File: src/tmc_pkg.sv
`default_nettype none
package tmc_pkg;
   // ==========================================================
   // register map and field layout
   localparam logic [3:0] ADDR_MODE_CTRL   = 4'h0;
   localparam logic [3:0] ADDR_ENABLE_CTRL = 4'h1;
   localparam logic [3:0] ADDR_STATUS      = 4'h2;
   localparam logic [7:0] MODE_CTRL_RESET  = 8'h00;
   localparam logic [7:0] ENABLE_RESET     = 8'h00;
   localparam int         BIT_TUNED        = 7;
   localparam int         BIT_SW_TRIG      = 6;
   localparam int         BIT_EXT_SEL      = 5;
   localparam int         BIT_RUN_EN       = 7;
   localparam logic [7:0] MODE_CTRL_MASK   = 8'he7;
   localparam logic [7:0] ENABLE_MASK      = 8'h87;

   typedef enum logic [2:0] {
      MODE_INTERVAL  = 3'h0,
      MODE_EXT_COUNT = 3'h1,
      MODE_EXT_TRIG  = 3'h2,
      MODE_ONE_SHOT  = 3'h3,
      MODE_PWM       = 3'h4,
      MODE_FREE_RUN  = 3'h5,
      MODE_PULSE_MEAS = 3'h6,
      MODE_PROHIBIT  = 3'h7
   } timer_mode_t;
endpackage
`default_nettype wire

File: src/tmc_if.sv
`timescale 1ns/1ns
`default_nettype none
// decoded settings handed from the register file to the core selector
interface tmc_if;
   logic       run_en;
   logic       tuned;
   logic       ext_src;
   logic [2:0] mode;
   logic       trig_pulse;
   modport regs (output run_en, tuned, ext_src, mode, trig_pulse);
   modport core (input run_en, tuned, ext_src, mode, trig_pulse);
endinterface
`default_nettype wire

File: src/tmc_select.sv
`timescale 1ns/1ns
`default_nettype none
module tmc_select
   import tmc_pkg::*;
(
   input  wire logic clk,
   input  wire logic arst_n,
   input  wire logic ce,
   tmc_if.core       cfg,
   input  wire logic int_tick,
   input  wire logic ext_edge,
   input  wire logic master_tick,
   output logic      count_tick_ff,
   output logic      start_trig_ff
);
   // ==========================================================
   // count source selection
   logic src_tick;
   always_comb begin
      if (cfg.mode == MODE_EXT_COUNT || cfg.ext_src) begin
         src_tick = ext_edge;
      end else begin
         src_tick = int_tick;
      end
   end

   // slave units follow the master tick, otherwise own source
   always_ff @(posedge clk or negedge arst_n) begin
      if (!arst_n) begin
         count_tick_ff <= 1'b0;
      end else if (ce) begin
         count_tick_ff <= cfg.run_en & (cfg.tuned ? master_tick : src_tick);
      end
   end

   // software trigger reaches the core only in the two pulse modes
   always_ff @(posedge clk or negedge arst_n) begin
      if (!arst_n) begin
         start_trig_ff <= 1'b0;
      end else if (ce) begin
         start_trig_ff <= cfg.trig_pulse & cfg.run_en &
                          (cfg.mode == MODE_ONE_SHOT || cfg.mode == MODE_EXT_TRIG);
      end
   end

   AST_TRIG_MODE: assert property (@(posedge clk) disable iff (!arst_n)
      start_trig_ff |-> ($past(cfg.mode) == MODE_ONE_SHOT || $past(cfg.mode) == MODE_EXT_TRIG))
      else $error("trigger passed in a mode that ignores it");
   AST_EXT_COUNT: assert property (@(posedge clk) disable iff (!arst_n)
      (ce && cfg.run_en && !cfg.tuned && cfg.mode == MODE_EXT_COUNT && ext_edge)
      |=> count_tick_ff)
      else $error("external event count mode missed an edge");
   AST_INT_SRC: assert property (@(posedge clk) disable iff (!arst_n)
      (ce && cfg.run_en && !cfg.tuned && !cfg.ext_src && cfg.mode != MODE_EXT_COUNT)
      |=> count_tick_ff == $past(int_tick))
      else $error("internal source not followed");
   AST_TUNED: assert property (@(posedge clk) disable iff (!arst_n)
      (ce && cfg.run_en && cfg.tuned) |=> count_tick_ff == $past(master_tick))
      else $error("slave did not follow master tick");
endmodule
`default_nettype wire

File: src/timer_mode_control.sv
`timescale 1ns/1ns
`default_nettype none
// What this block does
// - holds an 8-bit mode control register steering timer operation.
// - register is read and written as whole byte or single bits.
// - system reset clears the whole register to zero.
// - tuned bit clear runs the timer independently.
// - tuned bit set makes the timer a slave following its master.
// - source-select clear counts the prescaled internal clock.
// - source-select set counts valid external event edges.
// - mode codes 000..011: interval, event count, trigger pulse, one-shot.
// - codes 100..110: PWM, free-run, pulse width; 111 never written.
// - event count mode counts the external input unless the tuned bit is set.
// - rewriting the same value while running is harmless.
// - changing mode or source while running is undefined.
module timer_mode_control
   import tmc_pkg::*;
(
   input  wire logic       clk,
   input  wire logic       arst_n,
   input  wire logic       ce,
   input  wire logic [3:0] addr,
   input  wire logic [7:0] wdata,
   input  wire logic       wr,
   input  wire logic       rd,
   input  wire logic       bit_op,
   input  wire logic [2:0] bit_sel,
   input  wire logic       int_tick,
   input  wire logic       ext_edge,
   input  wire logic       master_tick,
   output logic [7:0]      rdata,
   output logic            count_tick,
   output logic            start_trig,
   output logic [2:0]      mode_sel,
   output logic            change_err
);
   // ==========================================================
   // register storage
   logic [7:0] mode_ctrl_ff;
   logic [7:0] enable_ff;
   logic       trig_ff;
   logic       err_ff;
   logic [7:0] rdata_ff;
   logic [7:0] nxt_mode_ctrl;
   logic [7:0] nxt_enable;
   tmc_if      cfg ();

   // merge a byte write or a single-bit write into the old value
   function automatic logic [7:0] merge(input logic [7:0] old, input logic [7:0] d,
                                        input logic bop, input logic [2:0] b,
                                        input logic [7:0] mask);
      logic [7:0] r;
      r = old;
      if (bop) begin
         r[b] = d[0];
      end else begin
         r = d;
      end
      return r & mask;
   endfunction

   always_comb begin
      nxt_mode_ctrl = merge(mode_ctrl_ff, wdata, bit_op, bit_sel, MODE_CTRL_MASK);
      nxt_mode_ctrl[BIT_SW_TRIG] = 1'b0; // trigger bit is a strobe, never stored
      nxt_enable = merge(enable_ff, wdata, bit_op, bit_sel, ENABLE_MASK);
   end

   // mode control register; undefined-change writes still land
   always_ff @(posedge clk or negedge arst_n) begin
      if (!arst_n) begin
         mode_ctrl_ff <= MODE_CTRL_RESET;
      end else if (ce && wr && addr == ADDR_MODE_CTRL) begin
         mode_ctrl_ff <= nxt_mode_ctrl;
      end
   end

   // timer enable and prescale mirror; stopping lets software reprogram
   always_ff @(posedge clk or negedge arst_n) begin
      if (!arst_n) begin
         enable_ff <= ENABLE_RESET;
      end else if (ce && wr && addr == ADDR_ENABLE_CTRL) begin
         enable_ff <= nxt_enable;
      end
   end

   // one-cycle trigger strobe from a write of one to the trigger bit
   always_ff @(posedge clk or negedge arst_n) begin
      if (!arst_n) begin
         trig_ff <= 1'b0;
      end else if (ce) begin
         trig_ff <= wr && addr == ADDR_MODE_CTRL &&
                    (bit_op ? (bit_sel == 3'(BIT_SW_TRIG) && wdata[0])
                            : wdata[BIT_SW_TRIG]);
      end
   end

   // sticky flag: a differing mode or source change while running is reported, same value is not
   always_ff @(posedge clk or negedge arst_n) begin
      if (!arst_n) begin
         err_ff <= 1'b0;
      end else if (ce) begin
         if (wr && addr == ADDR_MODE_CTRL && enable_ff[BIT_RUN_EN] &&
             nxt_mode_ctrl[5:0] != mode_ctrl_ff[5:0]) begin
            err_ff <= 1'b1;
         end else if (wr && addr == ADDR_STATUS && wdata[0]) begin
            err_ff <= 1'b0;
         end
      end
   end

   // read data one cycle after the strobe; unmapped reads as zero
   always_ff @(posedge clk or negedge arst_n) begin
      if (!arst_n) begin
         rdata_ff <= 8'h00;
      end else if (ce) begin
         if (rd) begin
            case (addr)
               ADDR_MODE_CTRL:   rdata_ff <= mode_ctrl_ff;
               ADDR_ENABLE_CTRL: rdata_ff <= enable_ff;
               ADDR_STATUS:      rdata_ff <= {7'h00, err_ff};
               default:          rdata_ff <= 8'h00;
            endcase
         end else begin
            rdata_ff <= 8'h00;
         end
      end
   end

   // ==========================================================
   // decoded settings
   assign cfg.run_en     = enable_ff[BIT_RUN_EN];
   assign cfg.tuned      = mode_ctrl_ff[BIT_TUNED];
   assign cfg.ext_src    = mode_ctrl_ff[BIT_EXT_SEL];
   assign cfg.mode       = mode_ctrl_ff[2:0];
   assign cfg.trig_pulse = trig_ff;

   tmc_select u_select (
      .clk           (clk),
      .arst_n        (arst_n),
      .ce            (ce),
      .cfg           (cfg),
      .int_tick      (int_tick),
      .ext_edge      (ext_edge),
      .master_tick   (master_tick),
      .count_tick_ff (count_tick),
      .start_trig_ff (start_trig)
   );

   assign rdata      = rdata_ff;
   assign mode_sel   = mode_ctrl_ff[2:0];
   assign change_err = err_ff;

   AST_RESET_ZERO: assert property (@(posedge clk)
      $rose(arst_n) |-> mode_ctrl_ff == 8'h00)
      else $error("mode register not zero after reset");
   AST_BYTE_WRITE: assert property (@(posedge clk) disable iff (!arst_n)
      (ce && wr && !bit_op && addr == ADDR_MODE_CTRL)
      |=> mode_ctrl_ff == ($past(wdata) & 8'ha7))
      else $error("byte write not stored");
   AST_BIT_WRITE: assert property (@(posedge clk) disable iff (!arst_n)
      (ce && wr && bit_op && addr == ADDR_MODE_CTRL && bit_sel == 3'h5)
      |=> mode_ctrl_ff[5] == $past(wdata[0]))
      else $error("bit write not stored");
   AST_READ_BACK: assert property (@(posedge clk) disable iff (!arst_n)
      (ce && rd && addr == ADDR_MODE_CTRL) |=> rdata == $past(mode_ctrl_ff))
      else $error("read data wrong");
   AST_SAME_OK: assert property (@(posedge clk) disable iff (!arst_n)
      (ce && wr && !bit_op && addr == ADDR_MODE_CTRL && !change_err &&
       (wdata[5:0] & 6'h27) == mode_ctrl_ff[5:0]) |=> !change_err)
      else $error("identical rewrite flagged");

   // ==========================================================
   // qualified strobes shared by the checks below
   logic wr_mode;
   logic wr_mode_byte;
   logic wr_enable;
   logic wr_status;
   logic running;

   // a low clock enable voids every access, so ce is folded in here once
   assign wr_mode      = ce && wr && addr == ADDR_MODE_CTRL;
   assign wr_mode_byte = wr_mode && !bit_op;
   assign wr_enable    = ce && wr && addr == ADDR_ENABLE_CTRL;
   assign wr_status    = ce && wr && addr == ADDR_STATUS;
   assign running      = enable_ff[BIT_RUN_EN];

   // the two modes in which a software trigger means something
   function automatic logic pulse_mode(input logic [2:0] md);
      return md == MODE_ONE_SHOT || md == MODE_EXT_TRIG;
   endfunction

   // ==========================================================
   // storage checks
   // reserved positions and the strobe position never hold a one
   AST_RSVD_ZERO: assert property (@(posedge clk) disable iff (!arst_n)
      mode_ctrl_ff[4:3] == 2'b00 && !mode_ctrl_ff[BIT_SW_TRIG])
      else $error("reserved mode bits not zero");

   // only a qualified write moves the register; ce low freezes it
   AST_HOLD: assert property (@(posedge clk) disable iff (!arst_n)
      !wr_mode |=> mode_ctrl_ff == $past(mode_ctrl_ff))
      else $error("mode register moved without a write");

   // a single-bit write to the tuned bit leaves the rest alone
   AST_BIT_TUNED: assert property (@(posedge clk) disable iff (!arst_n)
      (wr_mode && bit_op && bit_sel == 3'h7)
      |=> mode_ctrl_ff[7] == $past(wdata[0]) &&
          mode_ctrl_ff[5:0] == $past(mode_ctrl_ff[5:0]))
      else $error("tuned bit write disturbed other bits");

   // a single-bit write into the mode field touches that bit only
   AST_BIT_MODE0: assert property (@(posedge clk) disable iff (!arst_n)
      (wr_mode && bit_op && bit_sel == 3'h0)
      |=> mode_ctrl_ff[0] == $past(wdata[0]) &&
          mode_ctrl_ff[7:1] == $past(mode_ctrl_ff[7:1]))
      else $error("mode bit write disturbed other bits");

   // the mode field shows on mode_sel right after a byte write
   AST_MODE_OUT: assert property (@(posedge clk) disable iff (!arst_n)
      wr_mode_byte |=> mode_sel == $past(wdata[2:0]))
      else $error("mode field not taken from the write");

   // enable mirror keeps run enable and prescale bits only
   AST_ENABLE_WRITE: assert property (@(posedge clk) disable iff (!arst_n)
      (wr_enable && !bit_op) |=> enable_ff == ($past(wdata) & 8'h87))
      else $error("enable mirror write not stored");

   // the mirror moves on its own address only, so a stop sticks
   AST_ENABLE_HOLD: assert property (@(posedge clk) disable iff (!arst_n)
      !wr_enable |=> enable_ff == $past(enable_ff))
      else $error("enable mirror moved without a write");

   // ==========================================================
   // read port checks
   // read data are zero after every clock-enabled cycle that has no read
   AST_READ_IDLE: assert property (@(posedge clk) disable iff (!arst_n)
      (ce && !rd) |=> rdata == 8'h00)
      else $error("read data not idle");

   // status read: sticky flag in bit 0, zeros above
   AST_READ_STATUS: assert property (@(posedge clk) disable iff (!arst_n)
      (ce && rd && addr == ADDR_STATUS) |=> rdata == {7'h00, $past(change_err)})
      else $error("status read wrong");

   // the enable mirror reads back as stored
   AST_READ_ENABLE: assert property (@(posedge clk) disable iff (!arst_n)
      (ce && rd && addr == ADDR_ENABLE_CTRL) |=> rdata == $past(enable_ff))
      else $error("enable read wrong");

   // unmapped addresses read as zero
   AST_READ_UNMAPPED: assert property (@(posedge clk) disable iff (!arst_n)
      (ce && rd && addr > ADDR_STATUS) |=> rdata == 8'h00)
      else $error("unmapped read not zero");

   // the strobe bit is never seen on a read, even just after a trigger
   AST_READ_NO_TRIG: assert property (@(posedge clk) disable iff (!arst_n)
      (ce && rd && addr == ADDR_MODE_CTRL) |=> !rdata[BIT_SW_TRIG])
      else $error("trigger bit read back");

   // every output is idle on the first edge after reset
   AST_RESET_OUTS: assert property (@(posedge clk)
      $rose(arst_n) |-> rdata == 8'h00 && !change_err && !start_trig && !count_tick)
      else $error("outputs not idle after reset");

   // ==========================================================
   // software trigger checks
   // trigger with a pulse mode while running reaches the core two edges on
   AST_TRIG_PASS: assert property (@(posedge clk) disable iff (!arst_n)
      (wr_mode_byte && wdata[BIT_SW_TRIG] && running && pulse_mode(wdata[2:0])) ##1 ce
      |=> start_trig)
      else $error("trigger lost in a pulse mode");

   // in every other mode the write of one is ignored
   AST_TRIG_IGNORED: assert property (@(posedge clk) disable iff (!arst_n)
      (wr_mode_byte && wdata[BIT_SW_TRIG] && !pulse_mode(wdata[2:0])) ##1 ce
      |=> !start_trig)
      else $error("trigger passed in a non-pulse mode");

   // a stopped timer never starts, whatever the mode
   AST_TRIG_STOPPED: assert property (@(posedge clk) disable iff (!arst_n)
      (wr_mode && !running) ##1 ce |=> !start_trig)
      else $error("trigger passed while stopped");

   // no write, no trigger: the strobe is never left over from an old write
   AST_TRIG_NEEDS_WRITE: assert property (@(posedge clk) disable iff (!arst_n)
      (ce && !wr) ##1 ce |=> !start_trig)
      else $error("trigger without a write");

   // ==========================================================
   // change flag checks
   // a new mode code while running is flagged
   AST_ERR_SET: assert property (@(posedge clk) disable iff (!arst_n)
      (wr_mode_byte && running && wdata[2:0] != mode_ctrl_ff[2:0]) |=> change_err)
      else $error("mode change while running not flagged");

   // so is a new count source while running
   AST_ERR_SRC: assert property (@(posedge clk) disable iff (!arst_n)
      (wr_mode_byte && running && wdata[BIT_EXT_SEL] != mode_ctrl_ff[BIT_EXT_SEL])
      |=> change_err)
      else $error("source change while running not flagged");

   // writes to a stopped timer are always legal
   AST_ERR_STOPPED: assert property (@(posedge clk) disable iff (!arst_n)
      (wr_mode && !running && !change_err) |=> !change_err)
      else $error("write to stopped timer flagged");

   // the flag stands until software clears it
   AST_ERR_STICKY: assert property (@(posedge clk) disable iff (!arst_n)
      (change_err && !(wr_status && wdata[0])) |=> change_err)
      else $error("change flag dropped by itself");

   // a write of one to status bit 0 clears it
   AST_ERR_CLEAR: assert property (@(posedge clk) disable iff (!arst_n)
      (wr_status && wdata[0]) |=> !change_err)
      else $error("change flag not cleared");

   // ==========================================================
   // count source checks at the top
   // a stopped timer sends no count tick
   AST_STOPPED_QUIET: assert property (@(posedge clk) disable iff (!arst_n)
      (ce && !running) |=> !count_tick)
      else $error("count tick while stopped");

   // source-select set follows the event input
   AST_EXT_SEL: assert property (@(posedge clk) disable iff (!arst_n)
      (ce && running && !mode_ctrl_ff[BIT_TUNED] && mode_ctrl_ff[BIT_EXT_SEL])
      |=> count_tick == $past(ext_edge))
      else $error("event source not followed");

   // event count mode ignores the internal tick even with source-select clear
   AST_EVENT_MODE: assert property (@(posedge clk) disable iff (!arst_n)
      (ce && running && !mode_ctrl_ff[BIT_TUNED] && mode_ctrl_ff[2:0] == MODE_EXT_COUNT &&
       !ext_edge) |=> !count_tick)
      else $error("event count mode took the internal tick");

   // a slave unit counts nothing while its master is silent
   AST_SLAVE_QUIET: assert property (@(posedge clk) disable iff (!arst_n)
      (ce && running && mode_ctrl_ff[BIT_TUNED] && !master_tick) |=> !count_tick)
      else $error("slave counted without its master");

   // independent unit ignores the master tick entirely
   AST_INDEPENDENT: assert property (@(posedge clk) disable iff (!arst_n)
      (ce && running && !mode_ctrl_ff[BIT_TUNED] && !mode_ctrl_ff[BIT_EXT_SEL] &&
       mode_ctrl_ff[2:0] != MODE_EXT_COUNT && !int_tick) |=> !count_tick)
      else $error("independent unit followed the master");
endmodule
`default_nettype wire

File: config.mk
export PLATFORM = sky130hd
export DESIGN_NAME = timer_mode_control
export DESIGN_NICKNAME = d
export VERILOG_FILES = /design/src/tmc_pkg.sv /design/src/tmc_if.sv /design/src/tmc_select.sv /design/src/timer_mode_control.sv
export SDC_FILE = /design/constraint.sdc
export NUM_CORES = 1
export LEC_CHECK = 0
export ABC_AREA = 0
export BUFFER_PORTS_ARGS = -buffer_cell sky130_fd_sc_hd__buf_2
export CORE_MARGIN = 1
export CORE_UTILIZATION = 50
export DETAILED_ROUTE_END_ITERATION = 7
export GPL_TIMING_DRIVEN = 0
export PLACE_DENSITY = 0.84
export SETUP_SLACK_MARGIN = 0.05
export SLEW_MARGIN = 20
export SYNTH_ARGS = -nofsm -noshare
export SYNTH_HDL_FRONTEND = slang
export SYNTH_SLANG_ARGS = --single-unit
File: constraint.sdc
create_clock -name clk -period 1.64 [get_ports clk]
set_clock_uncertainty 0.1 [all_clocks]
set_input_delay 0.164 -clock clk [delete_from_list [all_inputs] [get_ports clk]]
set_output_delay 0.164 -clock clk [all_outputs]
set_load 0.03 [all_outputs]
==> results summary <==
The share of the core filled with cells came out at 63.87%. The clock-pin slew on the worst setup and hold paths is 0.10 ns. After detailed routing, the total wire length is 2749 um. The initial utilization of the core area, before any placement, comes to 53.11%. Counting every sink on the clock net gives 18.

In the post-route analysis, the smallest setup slack over all paths is 0.1471 ns. The number of global-route vias before repair came to 1007. The largest fanout of any net on the critical path came out at 9. The max-slew violation total from the final report came to 0. The fill cell instance count of the final layout is 206. The depth of the critical timing path with buffers and inverters included is 3. In this design, the largest share of critical-path delay is due to flip-flops. VDD sags by at most 0.4210 mV. Once placement finished, the instance area stood at 1375 um2. The number of H-tree levels came out at 1. The critical path goes through or3b_4 > a311oi_2 > o22ai_1. The shortest period the worst path allows came out at 1.493 ns.

The number of instances in the placed design is 189. The die covers 2571 um2. The number of enable flip-flop cells after synthesis is 0. The sum of overflow across all layers after global routing is 0. The class of the most critical hold timing path is primary input to register.

The first TritonRoute pass finished after 4 iterations. TritonCTS built the clock tree. After detailed routing, the number of remaining DRC violations is 0. On the final layout, the worst hold slack is 0.01791 ns. The count of cells along the worst register-to-register path came out at 3. The count of input and output buffers came out at 29. The proportion of synthesized flip-flops having asynchronous set or reset came out at 100.0%. The via-per-instance ratio is 5.622. Routability-driven placement finished with a final weighted congestion of 0.8580. The synthesized area per cell is 9.124 um2. Pin placement for this block handled 38 I/O pins. The number of antenna cells inserted is 0.

The initial antenna violation count is 0. The DRC marker count from the first detailed-route iteration came out at 33. The post-synthesis instance area is 1186 um2. The fraction of final layout cells sized beyond drive strength 1 came out at 30.91%.

The signed area change from the synthesized netlist to the final layout came out at 20.25%. The number of setup buffers added after CTS came out at 0. The average detailed-routed wire length per instance is 14.24 um.

The net count of the finished layout is 190. The summed negative setup slack over all endpoints is 0 ns. The number of cell rows came out at 17. The count of endpoints failing hold in the final timing report came out at 0. The worst-case clock buffer depth came out at 2. In this design, the stage delay of the slowest critical-path cell is 0.49 ns.

The final cell area excluding filler cells came out at 1426 um2. The die is 50.71 um tall. The HPWL after detailed placement came out at 2068 um. The clock latency on the worst-skew pair came out at 0.30 ns.

The period utilization is 91.03%. Counting flops and latches in the post-synthesis netlist gives 18. The remaining antenna violation count after routing is 0. The kind of end point of the critical path is a register.

Among all flip-flop cells after synthesis, the most frequent one is dfrtp_1. The cell sitting at the root of the clock tree is a clkbuf_4. The total power divided by cell area is 688.5 nW/um2.

The worst setup path is launched from a register. For this run, the number of Yosys warnings is 0. Among all stages on the critical path, the largest delay is contributed by dfrtp_2. The kind of critical path is register to register.

Yosys mapped the design onto 40 distinct sky130hd cell types. The worst path arrival time came out at 1.57 ns. Static timing analysis puts the maximum clock frequency at 0.6698 GHz. The critical path data required time is 1.72 ns. The maximum number of pins on one net before global-route repair came out at 19. In this run the static leakage power is 0.6562 nW. The horizontal die dimension came out at 50.71 um. The total design power came out at 0.9820 mW. Counting both buffers and inverters, the worst setup path holds a total of 0. The global-route wire length before repair is 4533 um. The tool flagged a number of max-cap violations equal to 0. The finished layout holds 193 standard cells, fillers aside. The detailed-route via count came out at 1085. The synthesized instance count came out at 130.

In this run, CTS created clock tree buffers numbering 3. Setup repair after global routing left no endpoint under its margin. Setup violations remaining at the end of the flow were counted as 0. The number of stages on the worst hold path came out at 3. After floorplanning, the core was sized to cover 2233 um2. The portion of the post-synthesis area used by sequential elements is 37.97%. The pre-CTS setup slack is 0.06243 ns. Across every metal layer, demand over resource in global routing totals 23.98%. The run finished with clean final reports.
## flip-flops by register name (all words and copies together), names as in the netlist
name / cells
cfg.trig_pulse: 1
change_err: 1
u_select.start_trig_ff: 1
u_select.count_tick_ff: 1
enable_ff: 4
mode_ctrl_ff: 5
rdata: 5
## cell families after synthesis
family | count (synthesis) | share of synthesized area [%]
XOR/XNOR | 4 | 2.953
multiplexers | 11 | 10.13
AND/OR/NAND/NOR | 38 | 20.04
flip-flops | 18 | 37.97
AO/OA/AOI/OAI | 38 | 20.57
buffers and inverters | 20 | 8.017
other | 1 | 0.3162
## layout make-up
type | instances | area [um2] | share of cell area (%)
multi-input cells | 94 | 656.9 | 46.05
flip-flops and latches | 18 | 452.9 | 31.75
repair buffers | 30 | 155.1 | 10.88
plain buffers | 8 | 48.80 | 3.421
inverters | 11 | 41.29 | 2.895
clock buffers | 4 | 36.28 | 2.544
well taps | 28 | 35.03 | 2.456
## worst register-to-register path, cell delays in order, from the launching register on
cell and delay, ns:
dfrtp_2 0.49, or3b_4 0.41, a311oi_2 0.27, o22ai_1 0.11
## Yosys cell counts (2+ instances only)
library cell | number | area share, %
dfrtp_1 | 18 | 38
o22ai_1 | 13 | 6.9
inv_1 | 10 | 3.2
mux2i_1 | 9 | 7.6
nand3_1 | 9 | 3.8
a21oi_1 | 8 | 3.4
nand2_1 | 8 | 2.5
nor2_1 | 6 | 1.9
buf_2 | 4 | 1.7
buf_4 | 4 | 2.5
xnor2_1 | 4 | 3.0
nand4b_1 | 3 | 2.2
o21ai_0 | 3 | 1.3
o21ai_1 | 3 | 1.3
mux2_4 | 2 | 2.5
nand2b_1 | 2 | 1.1
## power by group
group / internal [mW] / switching [mW] / leakage (nW)
clock network: 0.135 / 0.143 / 0.0210
registers: 0.459 / 0.0222 / 0.246
logic: 0.0985 / 0.123 / 0.390
## repair_timing
action                                 CTS  global route
setup endpoints to repair                1             1
pin swaps                                1             1
resized for setup                        0             3
hold buffers                             1             0
endpoints found under the hold margin   18             0
## layout by cell type, fill, tap and decap left out, types with 2 or more instances in the layout
| cell | instances |
|---|---|
| o22ai_1 | 13 |
| mux2i_1 | 9 |
| nand2b_1 | 2 |
| o21ai_0 | 3 |
| dfrtp_2 | 2 |
| mux2_4 | 2 |
| clkbuf_4 | 3 |
| buf_2 | 32 |
| xnor2_1 | 4 |
| nand3_1 | 9 |
| buf_4 | 4 |
| dfrtp_1 | 16 |
| o21ai_1 | 3 |
| inv_1 | 10 |
| a21oi_1 | 8 |
| nand4b_1 | 3 |
| nor2_1 | 6 |
| nand2_1 | 8 |
| conb_1 | 3 |
## worst paths after layout
path                            startpoint                endpoint  slack, ns
setup / recovery           mode_ctrl_ff[1]  u_select.count_tick_ff       0.15
hold / removal                          rd                rdata[0]       0.02
setup reg to reg           mode_ctrl_ff[1]  u_select.count_tick_ff       0.15
hold reg to reg               enable_ff[0]            enable_ff[0]       0.43
max in group asynchronous           arst_n         mode_ctrl_ff[1]       0.91
min in group asynchronous           arst_n                rdata[0]       0.21
## routing by layer
metal	GRT usage [%]	vias up	part of all wire, %
met5	0	-	0
met4	9.259	0	1.1
met3	5.152	5	5.8
met2	38.22	44	48
met1	31.51	489	45
li1	-	547	-
(Power assumes the default switching activity.)
